### config.mk
export PLATFORM = sky130hd
export DESIGN_NAME = sixteen_channel_pwm_led_controller
export DESIGN_NICKNAME = d
export VERILOG_FILES = /design/src/common/pwm_led_pkg.sv /design/src/rtl/serial_slave.sv /design/src/rtl/sixteen_channel_pwm_led_controller.sv
export SDC_FILE = /design/constraint.sdc
export NUM_CORES = 2
export LEC_CHECK = 0
export BUFFER_PORTS_ARGS = -buffer_cell sky130_fd_sc_hd__buf_2
export CORE_AREA = 2 2 302 333
export DETAILED_ROUTE_END_ITERATION = 6
export DIE_AREA = 0 0 304 335
export HOLD_SLACK_MARGIN = 0.12
export PLACE_DENSITY = 0.8
export SYNTH_ARGS = -nofsm -noshare
export SYNTH_HDL_FRONTEND = slang
export SYNTH_SLANG_ARGS = --single-unit
### constraint.sdc
create_clock -name clock -period 93.6 [get_ports clock]
set_input_delay 9.36 -clock clock [delete_from_list [all_inputs] [get_ports clock]]
set_output_delay 9.36 -clock clock [all_outputs]
set_load 0.03 [all_outputs]
### src/common/pwm_led_pkg.sv
package pwm_led_pkg;

	////////////////////////////////////////////////////////////////////////
	// sizes
	localparam int CHANNELS = 16;
	localparam int CNT_W = 12;
	localparam int CHAN_BYTES = 64;

	////////////////////////////////////////////////////////////////////////
	// clocking
	localparam int CLOCK_HZ = 50_000_000;
	localparam int INT_OSC_HZ = 25_000_000;
	localparam int OSC_DIV = CLOCK_HZ / INT_OSC_HZ;
	localparam logic [1:0] OSC_DIV_LAST = 2'(OSC_DIV - 1);
	localparam int EXT_CLK_MAX_HZ = 50_000_000;
	localparam int BUS_MAX_HZ = 1_000_000;
	localparam int BUS_CYCLES_PER_BIT = CLOCK_HZ / BUS_MAX_HZ;

	////////////////////////////////////////////////////////////////////////
	// register offsets on the serial bus
	localparam logic [7:0] REG_MODE1 = 8'h00;
	localparam logic [7:0] REG_MODE2 = 8'h01;
	localparam logic [7:0] REG_SUB1 = 8'h02;
	localparam logic [7:0] REG_SUB2 = 8'h03;
	localparam logic [7:0] REG_SUB3 = 8'h04;
	localparam logic [7:0] REG_ALL_ADDR = 8'h05;
	localparam logic [7:0] REG_CHAN_BASE = 8'h06;
	localparam logic [7:0] REG_CHAN_LAST = 8'h45;
	localparam logic [7:0] REG_PRESCALE = 8'hfe;

	////////////////////////////////////////////////////////////////////////
	// field positions
	localparam int MODE1_ALL_EN = 0;
	localparam int MODE1_SUB_EN_LO = 1;
	localparam int MODE1_EXT_CLK = 6;
	localparam int MODE2_FORCE_LVL = 0;
	localparam int MODE2_FORCE_HIZ = 1;
	localparam int MODE2_TOTEM = 2;
	localparam int MODE2_ON_ACK = 3;
	localparam int CHAN_FULL_BIT = 4;

	////////////////////////////////////////////////////////////////////////
	// reset values
	localparam logic [7:0] MODE1_RESET = 8'h01;
	localparam logic [7:0] MODE2_RESET = 8'h04;
	localparam logic [7:0] SUB_RESET = 8'h00;
	localparam logic [7:0] ALL_ADDR_RESET = 8'he0;
	localparam logic [7:0] PRESCALE_RESET = 8'h1e;
	localparam logic [7:0] CHAN_OFF_H_RESET = 8'h10;
	localparam logic [7:0] CHAN_BYTE_RESET = 8'h00;
	localparam logic [15:0] OUT_EN_RESET = 16'hffff;

	////////////////////////////////////////////////////////////////////////
	// bus addressing
	localparam logic OWN_ADDR_TOP = 1'b1;
	localparam logic [6:0] GENERAL_CALL = 7'h00;
	localparam logic [7:0] SOFT_RESET_BYTE = 8'h06;

	typedef enum logic [6:0] {
		S_IDLE = 7'b0000001,
		S_ADDR = 7'b0000010,
		S_ACK_ADDR = 7'b0000100,
		S_WRITE = 7'b0001000,
		S_ACK_WR = 7'b0010000,
		S_READ = 7'b0100000,
		S_ACK_RD = 7'b1000000
	} slave_state_type;

endpackage

### src/rtl/serial_slave.sv
`timescale 1ns/1ps
module serial_slave (
	input wire logic clock,
	input wire logic rst_n,
	input wire logic scl,
	input wire logic sda,
	input wire logic [6:0] ownAddr,
	input wire logic [6:0] allAddr,
	input wire logic allEn,
	input wire logic [20:0] subAddr,
	input wire logic [2:0] subEn,
	input wire logic [7:0] rdData,
	output logic sdaOe,
	output logic wrEn,
	output logic [7:0] wrAddr,
	output logic [7:0] wrData,
	output logic [7:0] rdAddr,
	output logic ackPulse,
	output logic stopPulse,
	output logic softReset
);
	pwm_led_pkg::slave_state_type stateQ, stateD;
	logic [3:0] bitQ, bitD;
	logic [7:0] shiftQ, shiftD, txQ, txD, ptrQ, ptrD, wrAddrQ, wrAddrD, wrDataQ, wrDataD;
	logic firstQ, firstD, gcQ, gcD, mAckQ, mAckD, sdaOeQ, sdaOeD;
	logic wrEnQ, wrEnD, ackQ, ackD, stopQ, stopD, softQ, softD;
	logic sclPrevQ, sdaPrevQ;
	logic sclRise, sclFall, startSeen, stopSeen, match;
	logic [6:0] addr7;

	assign sclRise = scl & ~sclPrevQ;
	assign sclFall = ~scl & sclPrevQ;
	assign startSeen = scl & sclPrevQ & sdaPrevQ & ~sda;
	assign stopSeen = scl & sclPrevQ & ~sdaPrevQ & sda;
	assign addr7 = shiftQ[7:1];

	always_comb begin
		match = (addr7 == ownAddr) || (allEn && addr7 == allAddr);
		for (int k = 0; k < 3; k++) begin
			if (subEn[k] && addr7 == subAddr[7*k +: 7]) begin
				match = 1'b1;
			end
		end
	end

	////////////////////////////////////////////////////////////////////////
	always_comb begin
		stateD = stateQ;
		bitD = bitQ;
		shiftD = shiftQ;
		txD = txQ;
		ptrD = ptrQ;
		wrAddrD = wrAddrQ;
		wrDataD = wrDataQ;
		firstD = firstQ;
		gcD = gcQ;
		mAckD = mAckQ;
		sdaOeD = sdaOeQ;
		wrEnD = 1'b0;
		ackD = 1'b0;
		stopD = 1'b0;
		softD = 1'b0;
		if (stopSeen) begin
			stopD = (stateQ != pwm_led_pkg::S_IDLE);
			stateD = pwm_led_pkg::S_IDLE;
			sdaOeD = 1'b0;
		end else if (startSeen) begin
			stateD = pwm_led_pkg::S_ADDR;
			bitD = 4'h0;
			sdaOeD = 1'b0;
		end else begin
			case (stateQ)
				pwm_led_pkg::S_ADDR, pwm_led_pkg::S_WRITE: begin
					if (sclRise) begin
						shiftD = {shiftQ[6:0], sda};
						bitD = bitQ + 4'h1;
					end else if (sclFall && bitQ == 4'h8) begin
						if (stateQ == pwm_led_pkg::S_ADDR) begin
							gcD = (addr7 == pwm_led_pkg::GENERAL_CALL) && !shiftQ[0];
							firstD = 1'b1;
							if (match || gcD) begin
								sdaOeD = 1'b1;
								stateD = pwm_led_pkg::S_ACK_ADDR;
							end else begin
								stateD = pwm_led_pkg::S_IDLE;
							end
						end else begin
							sdaOeD = 1'b1;
							stateD = pwm_led_pkg::S_ACK_WR;
							if (gcQ) begin
								softD = (shiftQ == pwm_led_pkg::SOFT_RESET_BYTE);
							end else if (firstQ) begin
								ptrD = shiftQ;
								firstD = 1'b0;
							end else begin
								wrEnD = 1'b1;
								ackD = 1'b1;
								wrAddrD = ptrQ;
								wrDataD = shiftQ;
								ptrD = ptrQ + 8'h01;
							end
						end
					end
				end
				pwm_led_pkg::S_ACK_ADDR: begin
					if (sclFall) begin
						bitD = 4'h0;
						if (shiftQ[0] && !gcQ) begin
							stateD = pwm_led_pkg::S_READ;
							txD = rdData;
							sdaOeD = ~rdData[7];
						end else begin
							stateD = pwm_led_pkg::S_WRITE;
							sdaOeD = 1'b0;
						end
					end
				end
				pwm_led_pkg::S_ACK_WR: begin
					if (sclFall) begin
						stateD = pwm_led_pkg::S_WRITE;
						bitD = 4'h0;
						sdaOeD = 1'b0;
					end
				end
				pwm_led_pkg::S_READ: begin
					if (sclRise) begin
						bitD = bitQ + 4'h1;
					end else if (sclFall) begin
						if (bitQ == 4'h8) begin
							sdaOeD = 1'b0;
							stateD = pwm_led_pkg::S_ACK_RD;
							ptrD = ptrQ + 8'h01;
						end else begin
							sdaOeD = ~txQ[6];
							txD = {txQ[6:0], 1'b0};
						end
					end
				end
				pwm_led_pkg::S_ACK_RD: begin
					if (sclRise) begin
						mAckD = ~sda;
					end else if (sclFall) begin
						bitD = 4'h0;
						if (mAckQ) begin
							stateD = pwm_led_pkg::S_READ;
							txD = rdData;
							sdaOeD = ~rdData[7];
						end else begin
							stateD = pwm_led_pkg::S_IDLE;
						end
					end
				end
				default: begin
					stateD = pwm_led_pkg::S_IDLE;
					sdaOeD = 1'b0;
				end
			endcase
		end
	end

	always_ff @(posedge clock or negedge rst_n) begin
		if (!rst_n) begin
			stateQ <= pwm_led_pkg::S_IDLE;
			bitQ <= 4'h0;
			shiftQ <= 8'h00;
			txQ <= 8'h00;
			ptrQ <= 8'h00;
			wrAddrQ <= 8'h00;
			wrDataQ <= 8'h00;
			firstQ <= 1'b0;
			gcQ <= 1'b0;
			mAckQ <= 1'b0;
			sdaOeQ <= 1'b0;
			wrEnQ <= 1'b0;
			ackQ <= 1'b0;
			stopQ <= 1'b0;
			softQ <= 1'b0;
			sclPrevQ <= 1'b1;
			sdaPrevQ <= 1'b1;
		end else begin
			stateQ <= stateD;
			bitQ <= bitD;
			shiftQ <= shiftD;
			txQ <= txD;
			ptrQ <= ptrD;
			wrAddrQ <= wrAddrD;
			wrDataQ <= wrDataD;
			firstQ <= firstD;
			gcQ <= gcD;
			mAckQ <= mAckD;
			sdaOeQ <= sdaOeD;
			wrEnQ <= wrEnD;
			ackQ <= ackD;
			stopQ <= stopD;
			softQ <= softD;
			sclPrevQ <= scl;
			sdaPrevQ <= sda;
		end
	end

	assign sdaOe = sdaOeQ;
	assign wrEn = wrEnQ;
	assign wrAddr = wrAddrQ;
	assign wrData = wrDataQ;
	assign rdAddr = ptrQ;
	assign ackPulse = ackQ;
	assign stopPulse = stopQ;
	assign softReset = softQ;

endmodule // serial_slave

### src/rtl/sixteen_channel_pwm_led_controller.sv
`timescale 1ns/1ps
module sixteen_channel_pwm_led_controller (
	input wire logic clock,
	input wire logic reset_n,
	input wire logic scl,
	input wire logic sdaIn,
	output logic sdaOut,
	output logic sdaOutEn,
	input wire logic [5:0] addrPins,
	input wire logic extClk,
	input wire logic outEnable_n,
	output logic [15:0] channelOut,
	output logic [15:0] channelOutEn
);
	////////////////////////////////////////////////////////////////////////
	// reset release and pin synchronisers
	logic [1:0] rstPipeQ;
	logic rst_n;
	logic [9:0] pinsAQ, pinsBQ;
	logic sclS, sdaS, extS, oeS;
	logic [5:0] addrS;

	always_ff @(posedge clock or negedge reset_n) begin
		if (!reset_n) begin
			rstPipeQ <= 2'b00;
		end else begin
			rstPipeQ <= {rstPipeQ[0], 1'b1};
		end
	end
	assign rst_n = rstPipeQ[1];

	// 50 clocks per bus bit at the top bus rate leaves margin for the sync delay
	always_ff @(posedge clock or negedge rst_n) begin
		if (!rst_n) begin
			pinsAQ <= 10'h378;
			pinsBQ <= 10'h378;
		end else begin
			pinsAQ <= {scl, sdaIn, extClk, outEnable_n, addrPins};
			pinsBQ <= pinsAQ;
		end
	end
	assign sclS = pinsBQ[9];
	assign sdaS = pinsBQ[8];
	assign extS = pinsBQ[7];
	assign oeS = pinsBQ[6];
	assign addrS = pinsBQ[5:0];

	////////////////////////////////////////////////////////////////////////
	// serial slave
	logic wrEn, ackPulse, stopPulse, softReset;
	logic [7:0] wrAddr, wrData, rdAddr, rdData;
	logic [7:0] mode1Q, mode1D, mode2Q, mode2D, allAddrQ, allAddrD, prescaleQ, prescaleD;
	logic [7:0] subQ [3];
	logic [7:0] subD [3];
	logic [7:0] ledRegQ [pwm_led_pkg::CHAN_BYTES];
	logic [7:0] ledRegD [pwm_led_pkg::CHAN_BYTES];
	logic [7:0] actRegQ [pwm_led_pkg::CHAN_BYTES];
	logic [7:0] actRegD [pwm_led_pkg::CHAN_BYTES];

	serial_slave slave (
		.clock(clock),
		.rst_n(rst_n),
		.scl(sclS),
		.sda(sdaS),
		.ownAddr({pwm_led_pkg::OWN_ADDR_TOP, addrS}),
		.allAddr(allAddrQ[7:1]),
		.allEn(mode1Q[pwm_led_pkg::MODE1_ALL_EN]),
		.subAddr({subQ[2][7:1], subQ[1][7:1], subQ[0][7:1]}),
		.subEn(mode1Q[pwm_led_pkg::MODE1_SUB_EN_LO +: 3]),
		.rdData(rdData),
		.sdaOe(sdaOutEn),
		.wrEn(wrEn),
		.wrAddr(wrAddr),
		.wrData(wrData),
		.rdAddr(rdAddr),
		.ackPulse(ackPulse),
		.stopPulse(stopPulse),
		.softReset(softReset)
	);
	// open-drain bus pin: only ever pulls low
	assign sdaOut = 1'b0;

	////////////////////////////////////////////////////////////////////////
	// register file
	function automatic logic [7:0] chanReset(input int idx);
		return (idx % 4 == 3) ? pwm_led_pkg::CHAN_OFF_H_RESET : pwm_led_pkg::CHAN_BYTE_RESET;
	endfunction

	function automatic logic inChanRange(input logic [7:0] a);
		return (a >= pwm_led_pkg::REG_CHAN_BASE) && (a <= pwm_led_pkg::REG_CHAN_LAST);
	endfunction

	always_comb begin
		logic [7:0] idx;
		logic apply;
		idx = wrAddr - pwm_led_pkg::REG_CHAN_BASE;
		apply = mode2Q[pwm_led_pkg::MODE2_ON_ACK] ? ackPulse : stopPulse;
		mode1D = mode1Q;
		mode2D = mode2Q;
		allAddrD = allAddrQ;
		prescaleD = prescaleQ;
		subD = subQ;
		ledRegD = ledRegQ;
		actRegD = actRegQ;
		if (softReset) begin
			mode1D = pwm_led_pkg::MODE1_RESET;
			mode2D = pwm_led_pkg::MODE2_RESET;
			allAddrD = pwm_led_pkg::ALL_ADDR_RESET;
			prescaleD = pwm_led_pkg::PRESCALE_RESET;
			for (int k = 0; k < 3; k++) begin
				subD[k] = pwm_led_pkg::SUB_RESET;
			end
			for (int i = 0; i < pwm_led_pkg::CHAN_BYTES; i++) begin
				ledRegD[i] = chanReset(i);
				actRegD[i] = chanReset(i);
			end
		end else begin
			if (wrEn) begin
				case (wrAddr)
					pwm_led_pkg::REG_MODE1: mode1D = wrData;
					pwm_led_pkg::REG_MODE2: mode2D = wrData;
					pwm_led_pkg::REG_SUB1: subD[0] = wrData;
					pwm_led_pkg::REG_SUB2: subD[1] = wrData;
					pwm_led_pkg::REG_SUB3: subD[2] = wrData;
					pwm_led_pkg::REG_ALL_ADDR: allAddrD = wrData;
					pwm_led_pkg::REG_PRESCALE: prescaleD = wrData;
					default: begin
						if (inChanRange(wrAddr)) begin
							ledRegD[idx[5:0]] = wrData;
						end
					end
				endcase
			end
			// with MODE2_ON_ACK clear, whole-array take-over at stop keeps an on/off pair from mixing old and new halves
			if (apply) begin
				actRegD = ledRegD;
			end
		end
	end

	always_ff @(posedge clock or negedge rst_n) begin
		if (!rst_n) begin
			mode1Q <= pwm_led_pkg::MODE1_RESET;
			mode2Q <= pwm_led_pkg::MODE2_RESET;
			allAddrQ <= pwm_led_pkg::ALL_ADDR_RESET;
			prescaleQ <= pwm_led_pkg::PRESCALE_RESET;
			for (int k = 0; k < 3; k++) begin
				subQ[k] <= pwm_led_pkg::SUB_RESET;
			end
			for (int i = 0; i < pwm_led_pkg::CHAN_BYTES; i++) begin
				ledRegQ[i] <= chanReset(i);
				actRegQ[i] <= chanReset(i);
			end
		end else begin
			mode1Q <= mode1D;
			mode2Q <= mode2D;
			allAddrQ <= allAddrD;
			prescaleQ <= prescaleD;
			subQ <= subD;
			ledRegQ <= ledRegD;
			actRegQ <= actRegD;
		end
	end

	// readback shows the programmed values, not the ones in effect
	always_comb begin
		logic [7:0] ridx;
		ridx = rdAddr - pwm_led_pkg::REG_CHAN_BASE;
		case (rdAddr)
			pwm_led_pkg::REG_MODE1: rdData = mode1Q;
			pwm_led_pkg::REG_MODE2: rdData = mode2Q;
			pwm_led_pkg::REG_SUB1: rdData = subQ[0];
			pwm_led_pkg::REG_SUB2: rdData = subQ[1];
			pwm_led_pkg::REG_SUB3: rdData = subQ[2];
			pwm_led_pkg::REG_ALL_ADDR: rdData = allAddrQ;
			pwm_led_pkg::REG_PRESCALE: rdData = prescaleQ;
			default: rdData = inChanRange(rdAddr) ? ledRegQ[ridx[5:0]] : 8'h00;
		endcase
	end

	////////////////////////////////////////////////////////////////////////
	// timebase, prescaler and shared counter
	logic [1:0] oscCntQ, oscCntD;
	logic extPrevQ;
	logic [7:0] presCntQ, presCntD;
	logic [11:0] pwmCntQ, pwmCntD;
	logic tick, step;

	always_comb begin
		oscCntD = (oscCntQ == pwm_led_pkg::OSC_DIV_LAST) ? 2'h0 : oscCntQ + 2'h1;
		// an external clock near the system rate aliases: the sampler sees at most half of it
		tick = mode1Q[pwm_led_pkg::MODE1_EXT_CLK] ? (extS & ~extPrevQ) : (oscCntQ == pwm_led_pkg::OSC_DIV_LAST);
		step = tick && (presCntQ >= prescaleQ);
		presCntD = presCntQ;
		if (tick) begin
			presCntD = step ? 8'h00 : presCntQ + 8'h01;
		end
		pwmCntD = step ? pwmCntQ + 12'h001 : pwmCntQ;
	end

	always_ff @(posedge clock or negedge rst_n) begin
		if (!rst_n) begin
			oscCntQ <= 2'h0;
			extPrevQ <= 1'b0;
			presCntQ <= 8'h00;
			pwmCntQ <= 12'h000;
		end else begin
			oscCntQ <= oscCntD;
			extPrevQ <= extS;
			presCntQ <= presCntD;
			pwmCntQ <= pwmCntD;
		end
	end

	////////////////////////////////////////////////////////////////////////
	// channel levels and pin drive
	logic [15:0] levelQ, levelD, outQ, outD, outEnQ, outEnD;

	function automatic logic chanLevel(input logic prev, input logic stepNow, input logic [11:0] cnt,
		input logic [7:0] onL, input logic [7:0] onH, input logic [7:0] offL, input logic [7:0] offH);
		logic lvl;
		lvl = prev;
		if (stepNow && cnt == {onH[3:0], onL}) begin
			lvl = 1'b1;
		end
		if (stepNow && cnt == {offH[3:0], offL}) begin
			lvl = 1'b0;
		end
		if (onH[pwm_led_pkg::CHAN_FULL_BIT]) begin
			lvl = 1'b1;
		end
		// full off outranks full on
		if (offH[pwm_led_pkg::CHAN_FULL_BIT]) begin
			lvl = 1'b0;
		end
		return lvl;
	endfunction

	always_comb begin
		logic lvl;
		logic hiz;
		lvl = 1'b0;
		hiz = 1'b0;
		for (int i = 0; i < pwm_led_pkg::CHANNELS; i++) begin
			levelD[i] = chanLevel(levelQ[i], step, pwmCntD, actRegQ[4*i], actRegQ[4*i+1],
				actRegQ[4*i+2], actRegQ[4*i+3]);
			lvl = levelQ[i];
			hiz = 1'b0;
			if (oeS) begin
				hiz = mode2Q[pwm_led_pkg::MODE2_FORCE_HIZ];
				lvl = mode2Q[pwm_led_pkg::MODE2_FORCE_LVL];
			end
			if (hiz) begin
				outD[i] = 1'b0;
				outEnD[i] = 1'b0;
			end else if (mode2Q[pwm_led_pkg::MODE2_TOTEM]) begin
				outD[i] = lvl;
				outEnD[i] = 1'b1;
			end else begin
				outD[i] = 1'b0;
				outEnD[i] = ~lvl;
			end
		end
	end

	always_ff @(posedge clock or negedge rst_n) begin
		if (!rst_n) begin
			levelQ <= 16'h0000;
			outQ <= 16'h0000;
			outEnQ <= pwm_led_pkg::OUT_EN_RESET;
		end else begin
			levelQ <= levelD;
			outQ <= outD;
			outEnQ <= outEnD;
		end
	end

	assign channelOut = outQ;
	assign channelOutEn = outEnQ;

endmodule // sixteen_channel_pwm_led_controller

=== Word-level counts from Yosys, hierarchy flattened ===
Index checks and enable logic that the tools add are counted.

* Bits in writable memories: 0
* Bits in latches: 0
* Memories kept: 0
* Bits in read-only memories: 0
* Bits in registers: 1136

* Add/sub/neg operators: 7
* Divide/modulo/power cells: 0
* Muxes and demuxes: 257
* Magnitude comparators: 8
* Reduce and logical (&&, ||, !) cells: 99
* Bitwise gates (word level): 39
* Multiply operators: 0
* Equality and inequality tests: 86
* Shift operators: 0

{| class="wikitable"
|+ Operator list
! cell !! number
|-
| $mux 512 || 6
|-
| $bwmux 512 || 1
|-
| $eq 12x12->1 || 32
|-
| $mux 8 || 28
|-
| $mux 1 || 183
|-
| $mux 7 || 19
|-
| $reduce_bool 4->1 || 17
|-
| $pmux 8 s7 || 1
|-
| $bmux 8 s6 || 1
|-
| $demux 8 s6 || 1
|-
| $mux 24 || 2
|-
| $logic_and 1x1->1 || 43
|-
| $eq 8x3->1 const B || 5
|-
| $eq 7x7->1 || 5
|-
| $pmux 7 s5 || 1
|-
| $eq 8x2->1 const B || 4
|-
| $not 1->1 || 29
|-
| $ne 4x1->1 const B || 7
|-
| $pmux 7 s3 || 1
|-
| $reduce_and 10->1 || 2
|-
| $reduce_bool 2->1 || 10
|-
| $add 8x1->8 const B || 2
|-
| $eq 8x1->1 const B || 2
|-
| $eq 8x8->1 const B || 2
|-
| 49 further kinds || 92
|}

=== Logic depth before layout (Yosys ltp) ===
* Depth in word-level cells: 14
* Mapped depth: 15
* Mapped depth without buffers: 12

=== Hierarchy ===
From an unflattened synthesis, not the netlist that was laid out.

* Cells, all modules: 6042
* Area total of the unflattened synthesis: 57993.1 um2

{| class="wikitable"
|+ Modules (own cells, without submodules)
! module !! area an instance (um2) !! sequential area each (um2) !! times used !! cells each
|-
| sixteen_channel_pwm_led_controller || 54497.3 || 27037.2 || 1 || 5713
|-
| serial_slave || 3495.9 || 1480.2 || 1 || 329
|}

=== Worst setup path after synthesis ===
OpenSTA, ideal clock, no wires.

* Kind: reg-to-output
* Start: register outEnQ[0] (netlist: channelOutEn[0])
* End: output port channelOutEn[0]
* Path buffers: 0
* Slack: 83.652 ns
* Arrival time: 0.588 ns
* Data required time: 84.240 ns
* Stages on the path, launching flop included: 1
* Cell sequence: dfstp_2

{| class="wikitable"
|+ RTL lines
! item !! RTL line !! source
|-
| start, declared || sixteen_channel_pwm_led_controller.sv:217 || <nowiki>logic [15:0] levelQ, levelD, outQ, outD, outEnQ, outEnD;</nowiki>
|-
| start signal, assigned || sixteen_channel_pwm_led_controller.sv:270 || <nowiki>outEnQ <= pwm_led_pkg::OUT_EN_RESET;</nowiki>
|-
| start signal, assigned || sixteen_channel_pwm_led_controller.sv:274 || <nowiki>outEnQ <= outEnD;</nowiki>
|-
| end, declared || sixteen_channel_pwm_led_controller.sv:13 || <nowiki>output logic [15:0] channelOutEn</nowiki>
|}

No word-level cell between the ends.

=== Final worst setup path ===
* Start: register outEnQ[10] (netlist: channelOutEn[10])
* End: output port channelOutEn[10]

No word-level cell between the ends.

==> impl_metrics.csv <==
group,metric,value,unit
status,status,"complete, but fails checks",
status,violations,"DRC, capacitance limit, slew limit",
critical_path,cp_top_family,"flip-flops",
sta,hold_viol_final,0,
global_route,track_usage,0.475,
synth,synth_edf_count,0,
sta,fin_crit,10.81,ns
floorplan,die_h,335,um
sta,tightest_slew,1.59,ns
layout,syn2layout_area_growth,9.21,%
layout,register_area,28600,um2
cts,cts_max_level,3,
critical_path,cp_cell_sequence,"buf_2",
synth,yosysWarnings,0,
cts,numCtsBuffers,114,
layout,multi_input_area,29300,um2
sta,fin_skew,0.0255,ns
routing,viasPerCell,7.12,
layout,final_nets,6084,
critical_path,crit_type,"reg2out",
power,ir_drop,0.0158,mV
synth,yosys.cell_types.count,87,
sta,rsz0062_at_grt,"false",
routing,vias,53120,
synth,yosysSeqAreaShare,0.479,
cts,clock-sinks,1136,
routing,routed_wl,242000,um
floorplan,core_area,98600,um2
cts,clk_pin_slew,0.06,ns
power,finalPower,0.000995,W
place,place_hpwl,161000,um
floorplan,die_area,102000,um2
place,place.gp.congestion,1.05,
floorplan,initial_core_util,0.605,
cts,ctsHoldBuffers,0,
layout,layout-drive-gt1-share,0.124,
critical_path,end_kind,"output pin",
cts,insertion_delay,0.75,ns
routing,antenna_left,0,
critical_path,critPathMaxStageDelay,0.52,ns
cts,cts_setup_buffers,0,
layout,nFillCells,7632,
critical_path,path_buf_inv,1,
sta,period_share,0.115,
sta,fmax,0.0925,GHz
floorplan,io_pins,46,
synth,postSynthCellCount,6265,
cts,cts-resized-gates,0,
floorplan,rows,121,
routing,drcViolationCount,1,
power,powerDensity,15.3,nW/um2
critical_path,cpMaxStageDelayCell,"dfstp_2",
place,numPortBuffers,44,
critical_path,crit_fanout,1,
synth,syn_avg_cell_area,9.51,um2
sta,final_max_slew_viol_count,2,
sta,finalSetupViolCount,0,
global_route,antenna_found_initial,22,
place,dpl_cell_area,61100,um2
critical_path,critPathRequiredTime,84.24,ns
synth,ys_ff_latch,1136,
routing,drtIter0Drc,8566,
global_route,grt_pass1_vias,51313,
floorplan,die_w,304,um
run,cap_violations,1,
min_path,hp-class,"reg2async",
global_route,grt_overflow,0,
synth,synthFlopType,"dfrtp_1",
power,p_leak,29.1,nW
critical_path,reg2reg_depth,8,
global_route,grt_start_max_net_pins,196,
cts,cts_buffer_depth,3,
global_route,grt_pass1_wl,353000,um
sta,setup_tns,0,ns
critical_path,worst-path-stages,1,
cts,cts_tree,"built",
sta,relSlewSlack,-0.0637,
cts,clockRootBuffer,"clkbuf_16",
layout,final_cell_mix,"1,323 x nand2_1, 1,044 x dfrtp_1, 444 x nor2_1",
critical_path,arrival,1.45,ns
synth,syn_nets,6295,
layout,final_area,65100,um2
routing,avgRoutedWirePerCell,32.4,um
routing,firstDrtPassIters,7,
synth,syn_area,59600,um2
layout,final_common_cell,"nand2_1",
critical_path,cp-start-kind,"register",
synth,synth-async-reset-ratio,1.00,
## cell usage after synthesis, types with 22 or more instances
library cell	number	area share
a2111oi_0	35	0.0051
a211oi_1	51	0.0064
a21oi_1	409	0.034
a22oi_1	26	0.0033
a31oi_1	33	0.0035
and3_1	22	0.0023
buf_1	73	0.0046
clkbuf_1	444	0.028
dfrtp_1	1064	0.45
dfstp_2	72	0.032
inv_1	43	0.0027
mux2_2	30	0.0057
mux2i_1	292	0.049
mux4_2	163	0.062
nand2_1	1324	0.083
nand3_1	346	0.029
nand4_1	46	0.0048
nor2_1	457	0.029
nor3_1	68	0.0057
nor4_1	34	0.0036
o2111ai_1	23	0.0034
o211ai_1	38	0.0048
o21ai_0	187	0.016
o22ai_1	37	0.0039
o31ai_1	216	0.027
or4_1	22	0.0028
xnor2_1	250	0.037
xor2_1	157	0.023
## routing by layer
metal	part of all wire	wire [um]	vias to the layer above	track usage
met2	0.42	102000	4076	0.681
met4	0.090	21900	20	0.349
met1	0.35	84600	26237	0.602
met3	0.14	33100	1137	0.158
li1	-	-	21650	-
met5	0.00052	125	-	0
## logic make-up (layout without fill, tap and decap cells)
| family | count (synthesis) | count (layout) | share of synthesized area |
|---|---|---|---|
| multiplexers | 485 | 485 | 0.116 |
| adder cells (fa/ha/maj) | 18 | 18 | 0.00378 |
| AO/OA/AOI/OAI | 1212 | 1212 | 0.131 |
| XOR/XNOR | 411 | 411 | 0.0609 |
| other | 2 | 15 | 0.000126 |
| AND/OR/NAND/NOR | 2424 | 2424 | 0.173 |
| buffers and inverters | 577 | 466 | 0.0367 |
| flip-flops | 1136 | 1136 | 0.479 |
## sequential cells by signal (all words and copies together) (netlist names), 10 cells and up
signal and flops:
ledRegQ 512, actRegQ 416, subQ 24, channelOutEn 16, channelOut 16, levelQ 16
pwmCntQ 12, pinsAQ 10, pinsBQ 10
## stage by stage
step | utilization | setup WS (ns) | hold slack (ns) | cells
after floorplan | - | 59.72 | 0.331 | 6265
after global placement | 0.620 | 83.56 | 0.335 | 7229
after detailed placement | 0.620 | 83.55 | 0.341 | 7229
after CTS | 0.660 | 82.79 | 0.356 | 7445
after global routing | 0.660 | 82.77 | 0.363 | 7446
final | 0.660 | 82.79 | 0.353 | 7458
## worst paths after layout
check / from / to / slack [ns]
worst min register to register: rstPipeQ[1] / pinsBQ[2] / 0.35
max in group asynchronous: reset_n / rstPipeQ[1] / 85.09
worst min-delay path: rstPipeQ[1] / pinsBQ[2] / 0.35
worst max register to register: slave.softReset / actRegQ[411] / 87.76
min in group clock: pinsAQ[2] / pinsBQ[2] / 0.35
worst max-delay path: channelOutEn[10] / channelOutEn[10] / 82.79
## power by group
| group | leakage (nW) | internal, W | switching, W | total, W |
|---|---|---|---|---|
| clock network | 1.96 | 0.000281 | 0.000204 | 0.000486 |
| registers | 15.6 | 0.000494 | 0.00000176 | 0.000496 |
| logic | 11.6 | 0.00000182 | 0.0000114 | 0.0000132 |
| total | 29.1 | 0.000777 | 0.000218 | 0.000995 |
## final cells by class
| class | count | share of cell area |
|---|---|---|
| multi-input cells | 4552 | 0.450 |
| flip-flops and latches | 1136 | 0.439 |
| clock buffers | 177 | 0.0538 |
| well taps | 1291 | 0.0248 |
| repair buffers | 205 | 0.0231 |
| clock inverters | 39 | 0.00692 |
| inverters | 45 | 0.00260 |
| diodes | 13 | 0.000500 |
No activity file was read; power rests on OpenSTA's default activity.
